===== src/strip_midi_defs.vh =====
`ifndef STRIP_MIDI_DEFS_VH
`define STRIP_MIDI_DEFS_VH

`define NUM_STRIPS 32
`define STRIP_IDX_W 5
`define NOTE_ON 4'h9
`define NOTE_OFF 4'h8
`define CTRL_CHANGE 4'hb
`define SELECT_NOTE_BASE 7'h20
`define LISTEN_NOTE_BASE 7'h40
`define NOTE_LIMIT 7'h60
`define MAIN_CH_RESET 4'h0
`define CH_CODE_TO_STRIP 4'h2
`define STRIP_CH_RESET 4'h2
`define VEL_ON 7'h7f
`define VEL_OFF 7'h00
`define SYSEX_START 8'hf0
`define SYSEX_END 8'hf7
`define SYSEX_ID 8'h7f
`define ALL_DEV 8'h7f
`define MMC_SUB 8'h06
`define MMC_LEN 3'h6
`define CMD_BANK 4'hb

`endif


===== src/fader_store.v =====
`timescale 1ns/1ps

// small register file holding the last sent 7-bit value for each fader
module fader_store (
	input wire sys_clk_in,
	input wire reset_n_in,
	input wire wr_en_in,
	input wire [4:0] wr_addr_in,
	input wire [6:0] wr_data_in,
	input wire [4:0] rd_addr_in,
	output reg [6:0] rd_data_out
);

	reg [6:0] mem_q [0:31];
	integer i;

	always @(posedge sys_clk_in or negedge reset_n_in) begin
		if (!reset_n_in) begin
			for (i = 0; i < 32; i = i + 1)
				mem_q[i] <= 7'h00;
			rd_data_out <= 7'h00;
		end else begin
			if (wr_en_in)
				mem_q[wr_addr_in] <= wr_data_in;
			rd_data_out <= mem_q[rd_addr_in];
		end
	end

endmodule // fader_store


===== src/midi_fader_strip_codec.v =====
`timescale 1ns/1ps
`include "strip_midi_defs.vh"

module midi_fader_strip_codec (
	input wire sys_clk_in,
	input wire reset_n_in,
	input wire key_valid_in,
	input wire [1:0] key_kind_in,
	input wire [4:0] key_strip_in,
	input wire [4:0] fader_strip_in,
	input wire [9:0] fader_pos_in,
	input wire [3:0] chan_pending_in,
	input wire chan_apply_in,
	input wire chan_cancel_in,
	input wire mmc_valid_in,
	input wire [7:0] mmc_cmd_in,
	input wire assign_valid_in,
	input wire [1:0] assign_mode_in,
	input wire [7:0] assign_data_in,
	input wire [6:0] assign_value_in,
	input wire [7:0] rx_byte_in,
	input wire rx_valid_in,
	output wire tx_ready_out,
	output reg [7:0] tx_byte_out,
	output reg tx_valid_out,
	input wire tx_ready_in,
	output reg [3:0] strip_chan_out,
	output reg strip_key_valid_out,
	output reg [1:0] strip_key_kind_out,
	output reg [4:0] strip_key_idx_out,
	output reg strip_key_on_out,
	output reg strip_fader_valid_out,
	output reg [4:0] strip_fader_idx_out,
	output reg [6:0] strip_fader_val_out
);

	// key_kind: 0 mute, 1 select, 2 listen. assign_mode: 0 cc, 1 mmc, 2 bank up, 3 bank down
	localparam S_IDLE = 3'h0;
	localparam S_FREAD = 3'h1;
	localparam S_FCMP = 3'h2;
	localparam S_SEND = 3'h3;
	localparam S_OFF = 3'h4;

	reg [2:0] state_q;
	reg [3:0] main_chan_q;
	reg [7:0] msg_q [0:5];
	reg [2:0] len_q;
	reg [2:0] idx_q;
	reg off_pend_q;
	reg [6:0] off_note_q;
	reg [4:0] fidx_q;
	reg [6:0] fval_q;
	wire [6:0] fstored;
	wire [6:0] fquant;
	wire fwr;
	integer k;

	// ------------------------------------------------------------
	// helpers
	// ------------------------------------------------------------
	function [6:0] key_note;
		input [1:0] kind;
		input [4:0] strip;
		begin
			case (kind)
				2'h1: key_note = `SELECT_NOTE_BASE + {2'h0, strip};
				2'h2: key_note = `LISTEN_NOTE_BASE + {2'h0, strip};
				default: key_note = {2'h0, strip};
			endcase
		end
	endfunction

	function [3:0] strip_chan;
		input [3:0] main;
		begin
			// main code 0 is channel 1, strips sit one channel above it
			strip_chan = main + `CH_CODE_TO_STRIP;
		end
	endfunction

	// ------------------------------------------------------------
	// channel setting
	// ------------------------------------------------------------
	always @(posedge sys_clk_in or negedge reset_n_in) begin
		if (!reset_n_in) begin
			main_chan_q <= `MAIN_CH_RESET;
			strip_chan_out <= `STRIP_CH_RESET;
		end else begin
			if (chan_apply_in && !chan_cancel_in) begin
				main_chan_q <= chan_pending_in;
				strip_chan_out <= strip_chan(chan_pending_in);
			end
		end
	end

	// ------------------------------------------------------------
	// transmit sequencer
	// ------------------------------------------------------------
	assign fquant = fader_pos_in[9:3];
	assign fwr = (state_q == S_FCMP) && (fstored != fval_q);
	assign tx_ready_out = (state_q == S_IDLE) && !off_pend_q;

	fader_store u_store (
		.sys_clk_in(sys_clk_in),
		.reset_n_in(reset_n_in),
		.wr_en_in(fwr),
		.wr_addr_in(fidx_q),
		.wr_data_in(fval_q),
		.rd_addr_in(fidx_q),
		.rd_data_out(fstored)
	);

	always @(posedge sys_clk_in or negedge reset_n_in) begin
		if (!reset_n_in) begin
			state_q <= S_IDLE;
			len_q <= 3'h0;
			idx_q <= 3'h0;
			off_pend_q <= 1'b0;
			off_note_q <= 7'h00;
			fidx_q <= 5'h00;
			fval_q <= 7'h00;
			tx_byte_out <= 8'h00;
			tx_valid_out <= 1'b0;
			for (k = 0; k < 6; k = k + 1)
				msg_q[k] <= 8'h00;
		end else begin
			case (state_q)
				S_IDLE: begin
					tx_valid_out <= 1'b0;
					idx_q <= 3'h0;
					if (off_pend_q) begin
						off_pend_q <= 1'b0;
						msg_q[0] <= {`NOTE_OFF, strip_chan_out - 4'h1};
						msg_q[1] <= {1'b0, off_note_q};
						msg_q[2] <= {1'b0, `VEL_OFF};
						len_q <= 3'h3;
						state_q <= S_SEND;
					end else if (key_valid_in && key_kind_in != 2'h3) begin
						off_pend_q <= 1'b1;
						off_note_q <= key_note(key_kind_in, key_strip_in);
						msg_q[0] <= {`NOTE_ON, strip_chan_out - 4'h1};
						msg_q[1] <= {1'b0, key_note(key_kind_in, key_strip_in)};
						msg_q[2] <= {1'b0, `VEL_ON};
						len_q <= 3'h3;
						state_q <= S_SEND;
					end else if (mmc_valid_in || (assign_valid_in && assign_mode_in != 2'h0)) begin
						msg_q[0] <= `SYSEX_START;
						msg_q[1] <= `SYSEX_ID;
						msg_q[2] <= `ALL_DEV;
						msg_q[3] <= `MMC_SUB;
						if (mmc_valid_in)
							msg_q[4] <= mmc_cmd_in;
						else if (assign_mode_in == 2'h1)
							msg_q[4] <= assign_data_in;
						else
							msg_q[4] <= {`CMD_BANK, 3'h0, assign_mode_in[0]};
						msg_q[5] <= `SYSEX_END;
						len_q <= `MMC_LEN;
						state_q <= S_SEND;
					end else if (assign_valid_in) begin
						msg_q[0] <= {`CTRL_CHANGE, main_chan_q};
						msg_q[1] <= {1'b0, assign_data_in[6:0]};
						msg_q[2] <= {1'b0, assign_value_in};
						len_q <= 3'h3;
						state_q <= S_SEND;
					end else begin
						fidx_q <= fidx_q + 5'h01;
						fval_q <= fquant;
						state_q <= S_FREAD;
					end
				end
				S_FREAD: state_q <= S_FCMP;
				S_FCMP: begin
					if (fstored != fval_q) begin
						msg_q[0] <= {`CTRL_CHANGE, strip_chan_out - 4'h1};
						msg_q[1] <= {3'h0, fidx_q};
						msg_q[2] <= {1'b0, fval_q};
						len_q <= 3'h3;
						state_q <= S_SEND;
					end else begin
						state_q <= S_IDLE;
					end
				end
				S_SEND: begin
					if (!tx_valid_out || tx_ready_in) begin
						if (idx_q == len_q) begin
							tx_valid_out <= 1'b0;
							state_q <= S_IDLE;
						end else begin
							tx_byte_out <= msg_q[idx_q];
							tx_valid_out <= 1'b1;
							idx_q <= idx_q + 3'h1;
						end
					end
				end
				default: state_q <= S_IDLE;
			endcase
		end
	end

	// ------------------------------------------------------------
	// receive parser
	// ------------------------------------------------------------
	reg [7:0] rx_stat_q;
	reg [6:0] rx_d1_q;
	reg rx_have1_q;
	wire rx_ours = rx_stat_q[3:0] == (strip_chan_out - 4'h1);
	wire [6:0] rnote = rx_d1_q;

	always @(posedge sys_clk_in or negedge reset_n_in) begin
		if (!reset_n_in) begin
			rx_stat_q <= 8'h00;
			rx_d1_q <= 7'h00;
			rx_have1_q <= 1'b0;
			strip_key_valid_out <= 1'b0;
			strip_key_kind_out <= 2'h0;
			strip_key_idx_out <= 5'h00;
			strip_key_on_out <= 1'b0;
			strip_fader_valid_out <= 1'b0;
			strip_fader_idx_out <= 5'h00;
			strip_fader_val_out <= 7'h00;
		end else begin
			strip_key_valid_out <= 1'b0;
			strip_fader_valid_out <= 1'b0;
			if (rx_valid_in) begin
				if (rx_byte_in[7]) begin
					rx_stat_q <= rx_byte_in;
					rx_have1_q <= 1'b0;
				end else if (!rx_have1_q) begin
					rx_d1_q <= rx_byte_in[6:0];
					rx_have1_q <= 1'b1;
				end else begin
					rx_have1_q <= 1'b0;
					if (rx_ours && rx_stat_q[7:4] == `CTRL_CHANGE && rnote < 7'h20) begin
						strip_fader_valid_out <= 1'b1;
						strip_fader_idx_out <= rnote[4:0];
						strip_fader_val_out <= rx_byte_in[6:0];
					end else if (rx_ours && rnote < `NOTE_LIMIT &&
						(rx_stat_q[7:4] == `NOTE_ON || rx_stat_q[7:4] == `NOTE_OFF)) begin
						strip_key_valid_out <= 1'b1;
						strip_key_kind_out <= rnote[6:5];
						strip_key_idx_out <= rnote[4:0];
						strip_key_on_out <= (rx_stat_q[7:4] == `NOTE_ON) && (rx_byte_in != 8'h00);
					end
				end
			end
		end
	end

endmodule // midi_fader_strip_codec


===== config.mk =====
export PLATFORM = sky130hd
export DESIGN_NAME = midi_fader_strip_codec
export DESIGN_NICKNAME = d
export VERILOG_FILES = /design/src/fader_store.v /design/src/midi_fader_strip_codec.v
export VERILOG_INCLUDE_DIRS = /design/src /design/src/src
export SDC_FILE = /design/constraint.sdc
export NUM_CORES = 1
export LEC_CHECK = 0
export BUFFER_PORTS_ARGS = -buffer_cell sky130_fd_sc_hd__buf_2
export CAP_MARGIN = 0
export CORE_UTILIZATION = 30
export CTS_BUF_LIST = sky130_fd_sc_hd__clkbuf_4
export CTS_CLUSTER_DIAMETER = 100
export DETAILED_ROUTE_END_ITERATION = 6
export GPL_ROUTABILITY_DRIVEN = 0
export PLACE_DENSITY = 0.46
export SLEW_MARGIN = 20
export SYNTH_ARGS = -nofsm -noshare
export SYNTH_HDL_FRONTEND = slang
export SYNTH_SLANG_ARGS = --single-unit

===== constraint.sdc =====
create_clock -name sys_clk_in -period 2.15 [get_ports sys_clk_in]
set_input_delay 0.1075 -clock sys_clk_in [delete_from_list [all_inputs] [get_ports sys_clk_in]]
set_output_delay 0.1075 -clock sys_clk_in [all_outputs]
set_load 0.01 [all_outputs]

Word-level counts from Yosys, hierarchy flattened
Cells that the tools add are included.

Reductions and logical operators: 34. Bitwise operators: 10. Mux-type cells: 51. Equality and inequality tests: 18. $add $sub $neg: 6. $lt $le $gt $ge: 5.

Operator list (count): $bwmux 224 (1); $mux 24 (5); $pmux 24 s2 (1); $mux 3 (12); $bmux 7 s5 (1); $demux 7 s5 (1); $mux 8 (4); $bmux 8 s3 (1); $mux 7 (3); $mux 1 (15); $reduce_and 3->1 (5); $pmux 7 s2 (1); $eq 4x4->1 const B (3); $pmux 3 s2 (2); $pmux 3 s4 (1); $logic_and 1x1->1 (11); $reduce_and 5->1 (2); $ne 2x2->1 const B (4); $not 1->1 (8); $reduce_and 4->1 (2); $reduce_bool 8->1 (1); $add 6x5->7 const A (1); $add 7x5->7 const A (1); $lt 7x6->1 const B (1); other kinds (26) (37).

Bits in registers: 349. Word-level logic and storage cells: 184. Bits of input ports: 68. Output and inout bits: 36.

Depth between registers and ports, before layout
Depth in word-level cells: 9. Mapped depth: 9. Gate-level depth less buffers: 7.

By module
A second synthesis with hierarchy kept.

Cell total of the unflattened synthesis: 1123. Area total of the unflattened synthesis: 16097.9 um^2.

Modules (own cells, without submodules): fader_store (area an instance 10412.5 um^2, instances 1, seq. area each 5780.5 um^2, cells each 625); midi_fader_strip_codec (area an instance 5685.5 um^2, instances 1, seq. area each 2778.9 um^2, cells each 498).

Worst setup path before layout
No wires, ideal clock.

Path type: reg-to-reg. From: register strip_chan_out[1]. To: register strip_fader_val_out[2]. Path slack: -182 ps. Cell stages (with the launch flop): 8. Period minus slack after synthesis: 2332 ps. Arrival: 2207 ps. Data required time: 2025 ps. Path buffers: 1. Setup time: 125 ps. Cells stage by stage: dfstp_2 -> inv_1 -> ha_1 -> xor2_1 -> nand4_1 -> nor4_1 -> buf_2 -> mux2_2.

Word-level cells in the longest chain between the ends: 5.

RTL lines: from (decl) (RTL line midi_fader_strip_codec.v:27) `output reg [3:0] strip_chan_out,`; from (signal assigned) (RTL line midi_fader_strip_codec.v:87) `` strip_chan_out <= `STRIP_CH_RESET; ``; from (signal assigned) (RTL line midi_fader_strip_codec.v:91) `strip_chan_out <= strip_chan(chan_pending_in);`; $sub 4x1->4 (RTL line midi_fader_strip_codec.v:207) `wire rx_ours = rx_stat_q[3:0] == (strip_chan_out - 4'h1);`; $eq 4x4->1 (RTL line midi_fader_strip_codec.v:207); $logic_and 1x1->1 (no line); $logic_and 1x1->1 (RTL line midi_fader_strip_codec.v:234) `` if (rx_ours && rx_stat_q[7:4] == `CTRL_CHANGE && rnote < 7'h20) begin ``; $reduce_and 4->1 (no line); to (signal assigned) (RTL line midi_fader_strip_codec.v:237) `strip_fader_val_out <= rx_byte_in[6:0];`; to (decl) (RTL line midi_fader_strip_codec.v:34) `output reg [6:0] strip_fader_val_out`.

Every way passes these cells. A chain may end at the register's enable or synchronous reset.

Final worst setup path
From: register strip_chan_out[1]. To: register strip_fader_val_out[4].

Same word-level chain as after synthesis.

==> impl_metrics.yaml <==
critical_path:
  cp-end-kind: "flop"
  worstSetupPathType: "flop to flop"
  arrival_ns: 2.81
  cpPeakStageDelay_ns: 0.55
  r2r_slack_ns: -0.001
  slowest_stage: "dfstp_2"
  crit_top_cell: "buf_4"
  worstPathRequired_ns: 2.81
  startpoint_type: "flop"
  crit_fanout: 12
  worstPathCellList: "inv_2, ha_4, xor2_1, nand4_1, buf_4, nor4_2, buf_4, mux2_2"
synth:
  seq_area_frac_synth_pct: 54.5
  ys_warn_count: 0
  synthArstFlopShare_pct: 100
  synth-main-ff-cell: "dfrtp_1"
  synth.most_common_cell: "dfrtp_1"
  synth_top_area_share_pct: 54.3
  syn-cell-area_sq_um: 15700
  synth_top_cell_by_area: "dfrtp_1"
  syn_avg_cell_area_sq_um: 14.0
  yosys-top-cells-count: "dfrtp_1 (341), mux2_2 (275), mux4_2 (58)"
  synthDistinctLibCells: 54
  ys_ff_latch: 342
  synth_edf_count: 0
  synth_nets: 1202
  netlist_top_cells_area: "dfrtp_1 (54%), mux2_2 (20%), mux4_2 (8.3%)"
  syn_inst: 1123
timing:
  final.setup_skew_ns: 0.0540
  setup_viol_count_final: 1
  fin_crit_ns: 2.15
  finalHoldViolations: 0
  fmax_mhz: 465
  worstMarginPinSlew_ns: 0.961
  maxSlewViolCount: 0
  fin_crit_sh_pct: 100
  slew_headroom_pct: 35.4
  fin_ws_ns: -0.00109
  rsz0062_at_grt: "true"
final_layout:
  multi_input_comb_area_sq_um: 6860
  final_area_sq_um: 19900
  syn_to_final_growth_pct: 26.8
  regArea_sq_um: 8560
  nFillCells: 5021
  drive_gt1_share_pct: 50.0
  nets: 1513
pwr:
  pwr-share-seq_pct: 38.2
  p_per_area_nw_per_um2: 1170
  ir_drop_v: 0.000567
  p_int_mw: 15.3
  switching_share_pct: 34.5
  switchingPower_mw: 8.03
  leakagePower_nw: 9.31
  comb_power_share_pct: 36.6
  clkPwrFrac_pct: 25.2
cts:
  clkSinkCount: 342
  numCtsBuffers: 94
  clockRootBuffer: "clkbuf_4"
  clock_path_buffers: 3
  cts_tree: "built"
  clk_latency_ns: 0.82
  htree_levels: 3
  path_clk_slew_ns: 0.06
drt:
  wl_per_cell_microns: 19.2
  drt_iter0_drc: 454
  routed_wl_microns: 42100
  viasPerCell: 4.78
  firstDrtPassIters: 6
  vias: 10500
  drcViolationCount: 0
  ant_nets: 0
min_path:
  hp-class: "input port to flop"
run_status:
  violations: "negative setup slack"
  outcome: "finished with violations"
floorplan:
  die_w_microns: 231
  core-area_sq_um: 51500
  start_util_pct: 30.5
  io_pins: 104
  row_count: 83
  dieArea_sq_um: 53300
  dieHeight_microns: 231
global_routing:
  grtUsageTotal_pct: 16.3
  grt_pass1_wl_microns: 65800
  grt_max_degree: 78
  antenna_found_initial: 2
  grt_pass1_vias: 11200
  grt-ovfl-total: 0
placed_design:
  dpl_cell_area_sq_um: 17700
  port_buffers: 95
  dpl_worst_slack_ns: -0.0183
  dpl.hpwl_microns: 27300
run:
  maxCapViolCount: 0
[critical path: cells and delay by family (launching register included)]
family / cells / cell delay (ns)
xor+xnor: 1 / 0.13
fa+ha+maj: 1 / 0.26
buf+inv: 3 / 0.47
flops: 1 / 0.55
mux: 1 / 0.36
simple gates: 2 / 0.25
[final cells by class]
cell class                 count  area share (%)
multi-input combinational    688            34.4
clock inverter                23           0.609
tap                          680            4.27
inverter                      16           0.302
sequential                   342            43.0
clock buffer                 144            5.43
antenna                        3          0.0377
timing repair buffer         292            11.9
[cell usage in the layout, fill, tap and decap left out, types with 11 or more instances in the layout]
cell type and n:
a21oi_1 22, a22oi_1 36, buf_12 13, buf_2 94, buf_4 95, clkbuf_4 144
clkinv_1 15, dfrtp_1 339, dlygate4sd3_1 83, inv_1 13, mux2_1 22, mux2_2 275
mux4_2 58, nand2_1 38, nand3_1 16, nand4_1 11, nor2_1 20, nor2_2 31
o21ai_0 37, xnor2_1 18
[cell families (layout without fill, tap and decap cells)]
logic type,after synthesis,in the layout,synth area share [%]
compound gates,126,126,5.24
flops,342,342,54.5
other cells,0,3,0
simple gates,165,165,5.64
mux,363,363,30.1
fa+ha+maj,11,11,0.876
buf+inv,93,475,2.32
xor+xnor,23,23,1.28
[routing by layer]
| metal | GRT usage [%] | share of wire, % | up-vias |
|---|---|---|---|
| li1 | - | - | 4811 |
| met1 | 21.3 | 46 | 5361 |
| met2 | 26.7 | 48 | 225 |
| met3 | 3.71 | 4.5 | 66 |
| met4 | 5.11 | 2.0 | 0 |
| met5 | 0 | 0 | - |
[sequential cells by signal, indices dropped and copies added, names as in the netlist, 7 cells and up]
name / count
rx_stat_q: 8
tx_byte_out: 8
u_store.rd_data_out: 7
strip_fader_val_out: 7
msg_q: 30
fval_q: 7
rnote: 7
u_store.mem_q: 224
off_note_q: 7
[power by group through the flow]
stage	clock, mW	combinational, mW	sequential [mW]
2_1_floorplan	0	5.40	8.64
3_3_place_gp	0	8.10	8.98
3_5_place_dp	0	8.23	9.03
4_1_cts	6.16	8.54	8.92
5_1_grt	6.51	9.32	9.10
6_report	5.86	8.53	8.90
[through the flow]
step	hold WS (ns)	utilization [%]	cells	setup TNS (ns)	power [mW]
6_report	0.100	38.7	2188	-0.00109	23.3
5_1_grt	0.0240	38.7	2188	-1.63	24.9
4_1_cts	0.00179	38.4	2176	0	23.6
3_5_place_dp	0.0496	34.4	1924	-0.0972	17.3
3_3_place_gp	0.0530	34.4	1924	-0.217	17.1
2_1_floorplan	-0.188	-	1123	-4.91	14.0
[final timing paths]
check / from / to / cells after the start
worst min-delay path: fader_pos_in[6] / fval_q[3]$_DFFE_PN0P_ / 3
worst min register to register: u_store.mem_q[53]$_DFFE_PN0P_ / u_store.mem_q[53]$_DFFE_PN0P_ / 1
max in group asynchronous: reset_n_in / strip_chan_out[1]$_DFFE_PN1P_ / 4
worst max-delay path: strip_chan_out[1]$_DFFE_PN1P_ / strip_fader_val_out[4]$_DFFE_PN0P_ / 8
worst max register to register: strip_chan_out[1]$_DFFE_PN1P_ / strip_fader_val_out[4]$_DFFE_PN0P_ / 8
min in group asynchronous: reset_n_in / u_store.rd_data_out[3]$_DFF_PN0_ / 4
[what timing repair did]
action	in CTS	in global routing
hold buffers	85	0
gates resized for setup	6	9
hold endpoints to repair	430	0
cloned	0	1
endpoints found under the setup margin	9	81
setup buffers	0	9
pin swaps	1	3
Power figures use the tool's default switching activity.
